$ cat config.mk
export PLATFORM = sky130hd
export DESIGN_NAME = rbm_core
export DESIGN_NICKNAME = d
export VERILOG_FILES = /design/src/rbm_core.v /design/src/rbm_ram.v
export VERILOG_INCLUDE_DIRS = /design/src
export SDC_FILE = /design/constraint.sdc
export NUM_CORES = 1
export LEC_CHECK = 0
export BUFFER_PORTS_ARGS = -buffer_cell sky130_fd_sc_hd__buf_4
export CAP_MARGIN = 25
export CORE_MARGIN = 8
export CORE_UTILIZATION = 50
export CTS_BUF_LIST = sky130_fd_sc_hd__clkbuf_4
export DETAILED_ROUTE_END_ITERATION = 16
export GPL_TIMING_DRIVEN = 0
export PLACE_DENSITY = 0.66
export SLEW_MARGIN = 40
export SYNTH_ARGS = -nofsm -noshare
export SYNTH_HDL_FRONTEND = slang
export SYNTH_SLANG_ARGS = --single-unit
$ cat constraint.sdc
create_clock -name sys_clk -period 3.1 [get_ports sys_clk]
set_input_delay 0.62 -clock sys_clk [delete_from_list [all_inputs] [get_ports sys_clk]]
set_output_delay 0.62 -clock sys_clk [all_outputs]
set_load 0.005 [all_outputs]
$ cat src/rbm_defs.vh
// Purpose: Constants for the read-modify-write bit manipulation unit.
// Assumes: 16-bit address space, byte-wide internal bus, one clock.
// Notes: Included by rbm_core.v and rbm_ram.v.
`ifndef RBM_DEFS_VH
`define RBM_DEFS_VH

// ==========================================================
// Address map
`define RBM_RAM_BASE 16'hFB80
`define RBM_RAM_AW 7
`define RBM_PORT_DATA_ADDR 16'hFFD8
`define RBM_PORT_DIR_ADDR 16'hFFE8
`define RBM_TIMER_ADDR 16'hFFB3

// ==========================================================
// Read values, reset values and timer top
`define RBM_WO_READ 8'hFF
`define RBM_UNMAPPED_READ 8'h00
`define RBM_PORT_DATA_RST 8'h00
`define RBM_PORT_DIR_RST 8'h00
`define RBM_TIMER_RST 8'h00
`define RBM_TIMER_TOP 8'hFF

// ==========================================================
// Command codes
`define RBM_OP_READ 3'h0
`define RBM_OP_WRITE 3'h1
`define RBM_OP_SET 3'h2
`define RBM_OP_CLEAR 3'h3
`define RBM_OP_INVERT 3'h4
`define RBM_OP_STORE 3'h5
`define RBM_OP_STORE_INV 3'h6
`define RBM_OP_MOVE 3'h7

// ==========================================================
// CPU states
`define RBM_CPU_RESET 2'h0
`define RBM_CPU_EXEC 2'h1
`define RBM_CPU_HALT 2'h2
`define RBM_CPU_EXC 2'h3

`endif

$ cat src/rbm_core.v
// Purpose: Executes byte accesses, single-bit read-modify-write and block move.
// Assumes: Commands arrive from the instruction decoder one at a time.
// Notes: Holds the port latch, port direction, a reloadable timer and RAM.
`include "rbm_defs.vh"
`default_nettype none

module rbm_core (
    // Clock and reset
    input wire sys_clk,
    input wire sys_rst,
    // Command port
    input wire cmd_valid,
    input wire [2:0] cmd_op,
    input wire [15:0] cmd_addr,
    input wire [2:0] cmd_bit,
    input wire cmd_carry,
    input wire [7:0] cmd_wdata,
    input wire [7:0] move_count_reg,
    input wire [15:0] move_source_reg,
    input wire [15:0] move_dest_reg,
    output reg cmd_ready_q,
    output reg cmd_done_q,
    output reg [7:0] rd_data_q,
    // CPU state control
    input wire exc_req,
    input wire sleep_req,
    input wire standby_sel,
    input wire wake_req,
    output reg [1:0] cpu_state_q,
    output reg halt_standby_q,
    // Port pins
    input wire [7:0] pin_in,
    output reg [7:0] pin_out_q,
    output reg [7:0] pin_oe_q
);
    localparam S_IDLE = 2'h0;
    localparam S_RA = 2'h1;
    localparam S_RD = 2'h2;
    localparam S_WR = 2'h3;
    localparam [15:0] RAM_BASE = `RBM_RAM_BASE;

    reg [1:0] state_q;
    reg [2:0] op_q;
    reg [15:0] addr_q;
    reg [15:0] src_q;
    reg [15:0] dst_q;
    reg [7:0] count_q;
    reg [2:0] bit_q;
    reg carry_q;
    reg [7:0] wdat_q;
    reg [7:0] periph_q;
    reg [7:0] timer_cnt_q;
    reg [7:0] timer_reload_q;
    wire [7:0] ram_rdata;
    wire [7:0] rd_byte;
    wire ram_we;
    wire cpu_leave;

    // ======================================================
    // Decode and data functions

    function in_ram;
        input [15:0] a;
        begin
            in_ram = (a[15:`RBM_RAM_AW] == RAM_BASE[15:`RBM_RAM_AW]);
        end
    endfunction

    // Peripheral read value for one address.
    function [7:0] periph_read;
        input [15:0] a;
        input [7:0] dir;
        input [7:0] latch;
        input [7:0] pins;
        input [7:0] cnt;
        begin
            case (a)
                `RBM_PORT_DATA_ADDR: periph_read = (dir & latch) | (~dir & pins);
                `RBM_PORT_DIR_ADDR: periph_read = `RBM_WO_READ;
                `RBM_TIMER_ADDR: periph_read = cnt;
                default: periph_read = `RBM_UNMAPPED_READ;
            endcase
        end
    endfunction

    // One-bit change applied to the byte that was read.
    function [7:0] bit_modify;
        input [2:0] op;
        input [7:0] d;
        input [2:0] b;
        input c;
        reg [7:0] m;
        begin
            m = 8'h01 << b;
            case (op)
                `RBM_OP_SET: bit_modify = d | m;
                `RBM_OP_CLEAR: bit_modify = d & ~m;
                `RBM_OP_INVERT: bit_modify = d ^ m;
                `RBM_OP_STORE: bit_modify = c ? (d | m) : (d & ~m);
                `RBM_OP_STORE_INV: bit_modify = c ? (d & ~m) : (d | m);
                default: bit_modify = d;
            endcase
        end
    endfunction

    // ======================================================
    // RAM

    assign ram_we = (state_q == S_WR) && in_ram(addr_q);
    assign rd_byte = in_ram(addr_q) ? ram_rdata : periph_q;

    rbm_ram rbm_ram_i (
        .sys_clk(sys_clk),
        .wr_en(ram_we),
        .wr_addr(addr_q[`RBM_RAM_AW-1:0]),
        .wr_data(wdat_q),
        .rd_addr(addr_q[`RBM_RAM_AW-1:0]),
        .rd_data_q(ram_rdata)
    );

    // ======================================================
    // Access sequencer

    always @(posedge sys_clk) begin
        if (sys_rst) begin
            state_q <= S_IDLE;
            op_q <= `RBM_OP_READ;
            addr_q <= 16'h0000;
            src_q <= 16'h0000;
            dst_q <= 16'h0000;
            count_q <= 8'h00;
            bit_q <= 3'h0;
            carry_q <= 1'b0;
            wdat_q <= 8'h00;
            periph_q <= 8'h00;
            cmd_ready_q <= 1'b0;
            cmd_done_q <= 1'b0;
            rd_data_q <= 8'h00;
        end else begin
            cmd_done_q <= 1'b0;
            case (state_q)
                S_IDLE: begin
                    // Ready drops at the edge that leaves execution, never one cycle late.
                    cmd_ready_q <= (cpu_state_q == `RBM_CPU_EXEC) && !cpu_leave;
                    if (cmd_valid && cmd_ready_q) begin
                        cmd_ready_q <= 1'b0;
                        op_q <= cmd_op;
                        bit_q <= cmd_bit;
                        carry_q <= cmd_carry;
                        wdat_q <= cmd_wdata;
                        if (cmd_op == `RBM_OP_MOVE) begin
                            // Destination wrap past the top is excluded by software.
                            count_q <= move_count_reg;
                            src_q <= move_source_reg;
                            dst_q <= move_dest_reg;
                            addr_q <= move_source_reg;
                            if (move_count_reg == 8'h00) begin
                                cmd_done_q <= 1'b1;
                            end else begin
                                state_q <= S_RA;
                            end
                        end else if (cmd_op == `RBM_OP_WRITE) begin
                            addr_q <= cmd_addr;
                            state_q <= S_WR;
                        end else begin
                            addr_q <= cmd_addr;
                            state_q <= S_RA;
                        end
                    end
                end
                S_RA: begin
                    periph_q <= periph_read(addr_q, pin_oe_q, pin_out_q, pin_in, timer_cnt_q);
                    state_q <= S_RD;
                end
                S_RD: begin
                    if (op_q == `RBM_OP_READ) begin
                        rd_data_q <= rd_byte;
                        cmd_done_q <= 1'b1;
                        state_q <= S_IDLE;
                    end else if (op_q == `RBM_OP_MOVE) begin
                        wdat_q <= rd_byte;
                        addr_q <= dst_q;
                        state_q <= S_WR;
                    end else begin
                        wdat_q <= bit_modify(op_q, rd_byte, bit_q, carry_q);
                        state_q <= S_WR;
                    end
                end
                S_WR: begin
                    if (op_q == `RBM_OP_MOVE && count_q != 8'h01) begin
                        count_q <= count_q - 8'h01;
                        src_q <= src_q + 16'h0001;
                        dst_q <= dst_q + 16'h0001;
                        addr_q <= src_q + 16'h0001;
                        state_q <= S_RA;
                    end else begin
                        count_q <= 8'h00;
                        cmd_done_q <= 1'b1;
                        state_q <= S_IDLE;
                    end
                end
                default: state_q <= S_IDLE;
            endcase
        end
    end

    // ======================================================
    // Peripheral registers

    always @(posedge sys_clk) begin
        if (sys_rst) begin
            pin_out_q <= `RBM_PORT_DATA_RST;
            pin_oe_q <= `RBM_PORT_DIR_RST;
            timer_cnt_q <= `RBM_TIMER_RST;
            timer_reload_q <= `RBM_TIMER_RST;
        end else begin
            if (timer_cnt_q == `RBM_TIMER_TOP) begin
                timer_cnt_q <= timer_reload_q;
            end else begin
                timer_cnt_q <= timer_cnt_q + 8'h01;
            end
            if (state_q == S_WR) begin
                case (addr_q)
                    // The whole byte lands in the latch; bits whose direction bit is set drive the pins next cycle.
                    `RBM_PORT_DATA_ADDR: pin_out_q <= wdat_q;
                    `RBM_PORT_DIR_ADDR: pin_oe_q <= wdat_q;
                    `RBM_TIMER_ADDR: timer_reload_q <= wdat_q;
                    default: pin_out_q <= pin_out_q;
                endcase
            end
        end
    end

    // ======================================================
    // CPU state

    // Exception and sleep requests are acted on only while the command port is idle and ready.
    assign cpu_leave = (cpu_state_q == `RBM_CPU_EXEC) && cmd_ready_q && !cmd_valid
        && (exc_req || sleep_req);

    always @(posedge sys_clk) begin
        if (sys_rst) begin
            cpu_state_q <= `RBM_CPU_RESET;
            halt_standby_q <= 1'b0;
        end else begin
            case (cpu_state_q)
                `RBM_CPU_RESET: cpu_state_q <= `RBM_CPU_EXC;
                `RBM_CPU_EXC: cpu_state_q <= `RBM_CPU_EXEC;
                `RBM_CPU_EXEC: begin
                    if (cpu_leave) begin
                        if (exc_req) begin
                            cpu_state_q <= `RBM_CPU_EXC;
                        end else if (sleep_req) begin
                            cpu_state_q <= `RBM_CPU_HALT;
                            halt_standby_q <= standby_sel;
                        end
                    end
                end
                `RBM_CPU_HALT: begin
                    if (wake_req) begin
                        cpu_state_q <= `RBM_CPU_EXC;
                        halt_standby_q <= 1'b0;
                    end
                end
                default: cpu_state_q <= `RBM_CPU_RESET;
            endcase
        end
    end
endmodule

`default_nettype wire

$ cat src/rbm_ram.v
// Purpose: Small on-chip RAM for the bit manipulation unit.
// Assumes: One write port and one read port on the same clock.
// Notes: Read data come out of a register, one cycle after the address.
`include "rbm_defs.vh"
`default_nettype none

module rbm_ram (
    // Clock
    input wire sys_clk,
    // Write side
    input wire wr_en,
    input wire [`RBM_RAM_AW-1:0] wr_addr,
    input wire [7:0] wr_data,
    // Read side
    input wire [`RBM_RAM_AW-1:0] rd_addr,
    output reg [7:0] rd_data_q
);
    reg [7:0] mem [0:(1<<`RBM_RAM_AW)-1];

    always @(posedge sys_clk) begin
        if (wr_en) begin
            mem[wr_addr] <= wr_data;
        end
        rd_data_q <= mem[rd_addr];
    end
endmodule

`default_nettype wire

==> Yosys cells after proc, flatten, opt, wreduce, memory -nomap -nowiden <==
Memories as Yosys holds them, arrays and structs flattened. A register that Yosys moved wholly into a read port is not among the register bits.
Index checks and enable logic that the tools add are counted.
{ "totals": {"mem_bits_rw": 1024, "wordCells": 147, "inputBits": 86, "n_memories": 1, "out_inout_bits": 29, "reg_bits": 126} }
{ "mem_list": {"columns": ["memory", "words", "word_bits", "rd", "rd_ports_with_merged_regs", "write_ports", "line_no", "text"], "rows": [
  ["rbm_ram_i.mem", 128, 8, 1, 1, 1, "rbm_ram.v:18", "reg [7:0] mem [0:(1<<`RBM_RAM_AW)-1];"]
]} }
{ "op_classes": {"addsub": 4, "n_eq_ne": 31, "bitwise": 8, "shifts": 1, "n_reduce_logical": 30, "n_mux": 53} }
{ "op_table": {"columns": ["operator", "count"], "rows": [
  ["$mux W16", 10],
  ["$mux W8", 10],
  ["$pmux W16 S2", 2],
  ["$eq A16 B16 Y1 const B", 3],
  ["$pmux W16 S3", 1],
  ["$pmux W8 S5", 1],
  ["$add A16 B1 Y16 const B", 2],
  ["$pmux W8 S2", 2],
  ["$and A8 B8 Y8", 3],
  ["$pmux W8 S3", 1],
  ["$mux W2", 9],
  ["$ne A2 B2 Y1 const B", 8],
  ["$not A8 Y8", 2],
  ["$or A8 B8 Y8", 2],
  ["$pmux W2 S4", 2],
  ["$eq A3 B3 Y1 const B", 5],
  ["$mux W1", 13],
  ["$reduce_and A2 Y1", 6],
  ["$reduce_and A5 Y1", 2],
  ["$eq A9 B9 Y1 const B", 1],
  ["$reduce_and A3 Y1", 3],
  ["$add A8 B1 Y8 const B", 1],
  ["$eq A2 B2 Y1 const B", 4],
  ["$eq A8 B8 Y1 const B", 1],
  ["other kinds (20)", 33]
]} }

==> Logic depth before layout (Yosys ltp) <==
{ "logic_depth": {"depth_word": 8, "ltp_mapped": 11, "mapped_depth_nobuf": 10} }

==> Modules after synthesis <==
A second synthesis with hierarchy kept.
{ "hier_totals": {"hier_cells": 2590, "hier_area_um2": 47038.9} }
{ "modules_own_cells": {"columns": ["mod", "seq_area_each_um2", "cells_per_inst", "area_each_um2", "n_inst"], "rows": [
  ["rbm_ram", 30909.6, 1635, 39665.5, 1],
  ["rbm_core", 2522.4, 955, 7373.3, 1]
]} }

==> Least setup slack after synthesis <==
Ideal clock, no wire load.
{ "synth_timing": {"path_type": "reg2reg", "from": "register addr_q[2]", "to": "memory rbm_ram_i.mem[108][0], enable pin", "path_stages_with_launch": 10, "setup_ns": 0.370, "path_buffers": 7, "arrival_ns": 2.119, "period_less_slack_ns": 2.489, "t_required_ns": 2.730, "path_slack_ns": 0.611, "cell_sequence": "dfxtp_1 -> buf_6 -> buf_6 -> buf_6 -> buf_2 -> buf_2 -> buf_2 -> nand3_1 -> buf_2 -> nor2_1"} }
{ "synth_rtl": {"columns": ["item", "line_no", "text"], "rows": [
  ["from (decl)", "rbm_core.v:44", "reg [15:0] addr_q;"],
  ["from (signal assigned)", "rbm_core.v:156", "addr_q <= move_source_reg;"],
  ["from (signal assigned)", "rbm_core.v:163", "addr_q <= cmd_addr;"],
  ["from (signal assigned)", "rbm_core.v:166", "addr_q <= cmd_addr;"],
  ["to (decl)", "rbm_ram.v:18", null]
]} }
No word-level cell before the write port.

==> results by group <==
Outcome
  • Status: finished with violations
  • Violated checks: negative setup slack

Logic synthesis
  • Register area share after synthesis: between 70% and 80%
  • Mapped Nets: between 3000 and 4000
  • Adder-cell share of the synthesized area: 0.720%
  • Synth area leader: edfxtp_1
  • Netlist Area Pre-Place: 47600 um^2
  • Post-synth EDFFs: 1024
  • Post-synthesis compound-gate area fraction: 10.6%
  • Ys async rst share: 0%
  • Avg Inst Size Synth: roughly 15 um^2
  • Main combinational cell family by area after synthesis: compound AO/OA/AOI/OAI gates
  • Leading post-synthesis cells by cell area: edfxtp_1 65%, dfxtp_1 5.6%, mux2i_1 3.8%
  • Mapped Cells: 3175
  • Yosys warning count: 0
  • Post-Synth XOR/XNOR Area: less than 1%
  • Netlist cell types: 85
  • #FFs+latches synth: 1158
  • Mux share of post-synthesis cell area: 8.76%
  • Synth Area in Simple Gates: between 6 and 7%
  • Main flop type after synthesis: edfxtp_1
  • Top cell type's share of synthesized area: 64.6%

GRT
  • Grt total ovfl: 0
  • GRT Total Usage: between 30% and 40%
  • First-pass GRT wire length: around 270000 um
  • Pin count of the biggest net entering global routing: 58
  • Vias in the first global route: 34600
  • Initial antenna violation count: 17

Setup path
  • Buf/Inv on CP: 4
  • Origin of the critical flop-to-flop path: addr_q[2]$_SDFFE_PP0P_
  • Critical path, cell by cell: buf_6, buf_6, nor2_4, buf_4, a22oi_1, o221ai_2, a2111oi_2, clkdlybuf4s18_2, o2111a_1, nand4_1
  • Most frequent CP cell: buf_6
  • R2R depth: 10
  • Critical path's slowest cell: a2111oi_2
  • R2r setup slk: -310 ps
  • CP Depth: 10
  • Dominant delay contributor by cell family on the critical path: compound AO/OA/AOI/OAI gates
  • CP arrival: 4310 ps
  • Required @ worst endpoint: 4000 ps
  • Startpoint Class: flip-flop
  • CP Capture Type: flip-flop
  • Reg2reg end: rbm_ram_i.rd_data_q[1]$_DFF_P_
  • Worst-path maximum fanout: 10
  • Max stage delay on crit path: 410 ps
  • Critical path type: flip-flop to flip-flop

Die
  • Height of the die: roughly 320 um
  • Horiz. Die Dim: 325 um
  • Core area: 94700 um^2
  • Initial Utilization: between 50% and 60%
  • IO Count: between 100 and 150
  • Num rows: about 110
  • Die area: 105000 um^2

Detailed routing
  • Drt via density: a little under 7
  • Post-DRT Antenna Nets: 0
  • 1st-iter DRT viols: 5520
  • Pre-antenna DRT Iters: 6
  • Wire per inst: 38.5 um
  • Via count: 35700
  • # DRC: 0
  • Drt total wl: 203000 um

Pwr
  • PwrDens: between 500 and 600 nW/um^2
  • Worst IR Drop VDD: 0.373 mV
  • Leakage power: 17.9 nW

Timing
  • Relative slew slack: 38.7%
  • Unrepaired setup endpoints after global routing: true
  • Crit share post-route: 110%
  • Worst slew pin tran: 920 ps
  • Layout Skew: about 110 ps
  • Fin. max-slew vios: 0
  • Tmin final: 3410 ps
  • Setup violators final: around 80
  • FMAX: 293 MHz
  • Final WS setup: -312 ps
  • Final hold violation count: 0
  • WHS: 99.4 ps

Min path
  • Hold path depth: 5
  • Min-delay src: cmd_addr[10]
  • Hold endpoint: addr_q[10]$_SDFFE_PP0P_
  • Min-delay worst type: primary input to flip-flop

Layout
  • Post-route design area: a little under 60000 um^2
  • Share of layout cells above drive strength 1: 30.5%
  • Commonest non-fill, non-tap cells in the layout: 1024 x edfxtp_1, 453 x clkbuf_4, 188 x buf_4
  • Area growth syn-to-layout: 22.0%
  • Commonest non-fill, non-tap cell in the layout: edfxtp_1
  • Non-Filler Instances: 5273
  • Final net count: 3887

Clock tree
  • CTS buffer count: 315
  • CTS H-tree depth: 5
  • Root buffer cell: clkbuf_4
  • Clk_lat worst skew: 1210 ps
  • Clock slew at reported path FFs: approximately 70 ps
  • Buffers from clock root to sink, at most: 4
  • TritonCTS clock tree: done
  • Sink Count: around 1200

Placed design
  • Placed cell areas: ~51000 um^2
  • Placer congestion estimate: approximately 1.1
  • Placed Cells: 4585
  • Number of port buffers: 114
  • Final HPWL DP: 136000 um

Job
  • Max-cap violations: 0
[how the worst max path moves through the flow]
stage                            from                         endpoint  slack [ps]
2_1_floorplan  addr_q[2]$_SDFFE_PP0P_  rbm_ram_i.mem[108][0]$_DFFE_PP_         610
3_3_place_gp   addr_q[0]$_SDFFE_PP0P_   rbm_ram_i.mem[81][5]$_DFFE_PP_       -2510
3_5_place_dp   addr_q[2]$_SDFFE_PP0P_   rbm_ram_i.mem[45][7]$_DFFE_PP_       -1970
4_1_cts        addr_q[4]$_SDFFE_PP0P_   rbm_ram_i.rd_data_q[0]$_DFF_P_         -90
5_1_grt        addr_q[3]$_SDFFE_PP0P_   rbm_ram_i.rd_data_q[0]$_DFF_P_        -150
6_report       addr_q[2]$_SDFFE_PP0P_   rbm_ram_i.rd_data_q[1]$_DFF_P_        -310
[per-layer routing]
metal | global-route usage (%) | up-vias | part of all wire (%)
met3 | 13.1 | 761 | 14
met5 | 0 | - | 0.025
li1 | - | 14000 | -
met2 | 55.9 | 3183 | 44
met4 | 27.8 | 8 | 8.7
met1 | 44.6 | 17700 | 34
[flip-flops by register name (all words and copies together), names as in the netlist, 8 cells and up]
signal / cells
rbm_ram_i.mem: 1024
addr_q: 16
dst_q: 16
src_q: 16
count_q: 8
periph_q: 8
pin_oe_q: 8
pin_out_q: 8
rbm_ram_i.rd_data_q: 8
rd_data_q: 8
timer_cnt_q: 8
timer_reload_q: 8
wdat_q: 8
[cells by family (layout without fill, tap and decap cells)]
family | after synthesis | count (layout)
AOI/OAI and AO/OA | 707 | 707
muxes | 314 | 314
buffers and inverters | 254 | 1079
other | 0 | 8
xor gates and xnor gates | 16 | 16
and+or+nand+nor | 697 | 697
adders and majority gates | 29 | 29
DFF | 1158 | 1158
[power breakdown]
group	switching (W)	leakage, nW	internal [W]
Sequential	0.0000881	9.23	0.0169
Combinational	0.00137	6.35	0.000689
Clock	0.00648	2.28	0.00690
Total	0.00794	17.9	0.0245
[Yosys cell counts (25+ instances only)]
master / count
o21ai_0: 70
buf_2: 66
a22o_1: 40
nand2_1: 182
edfxtp_1: 1024
nand3_1: 39
inv_1: 28
mux2_2: 55
a22oi_1: 63
o22ai_1: 56
mux2i_1: 182
dfxtp_1: 134
a221o_1: 25
clkbuf_1: 105
a211oi_1: 50
a21oi_1: 146
nor2_1: 305
mux4_2: 76
a221oi_1: 100
nor3_1: 33
[layout make-up]
cell class / instances / area [um^2]
fill: 7238 / 36700
sequential: 1158 / 33500
multi-input combinational: 1763 / 14200
clock buffer: 442 / 3320
timing repair buffer: 289 / 2870
buffer: 223 / 2010
tap: 1265 / 1580
clock inverter: 95 / 485
inverter: 30 / 116
antenna: 8 / 20.0
[tightest hold or removal path, delay by kind of cell]
family	cells	cell delay, ps
compound gates	3	480
buf+inv	1	80
mux	1	70
[per-stage QoR]
| stage | setup slack, ps | utilization [%] | total power [W] | setup TNS, ps |
|---|---|---|---|---|
| final | -312 | 61.3 | 0.0324 | -3550 |
| after global routing | -152 | 61.3 | 0.0332 | -615 |
| after CTS | -90.8 | 60.8 | 0.0322 | -420 |
| after detailed placement | -1970 | 53.6 | 0.0190 | -1172470 |
| after global placement | -2510 | 52.8 | 0.0190 | -3091780 |
| after floorplan | 611 | - | 0.0181 | 0 |
[timing repair]
item                       4_1_cts  5_1_grt
hold buffers                    76        0
gates cloned                     0        0
hold endpoints to repair        71        0
pin swaps                       33       15
setup endpoints to repair     1041      253
resized for setup              455       52
buffers inserted                43       25
(Power assumes the default switching activity.)
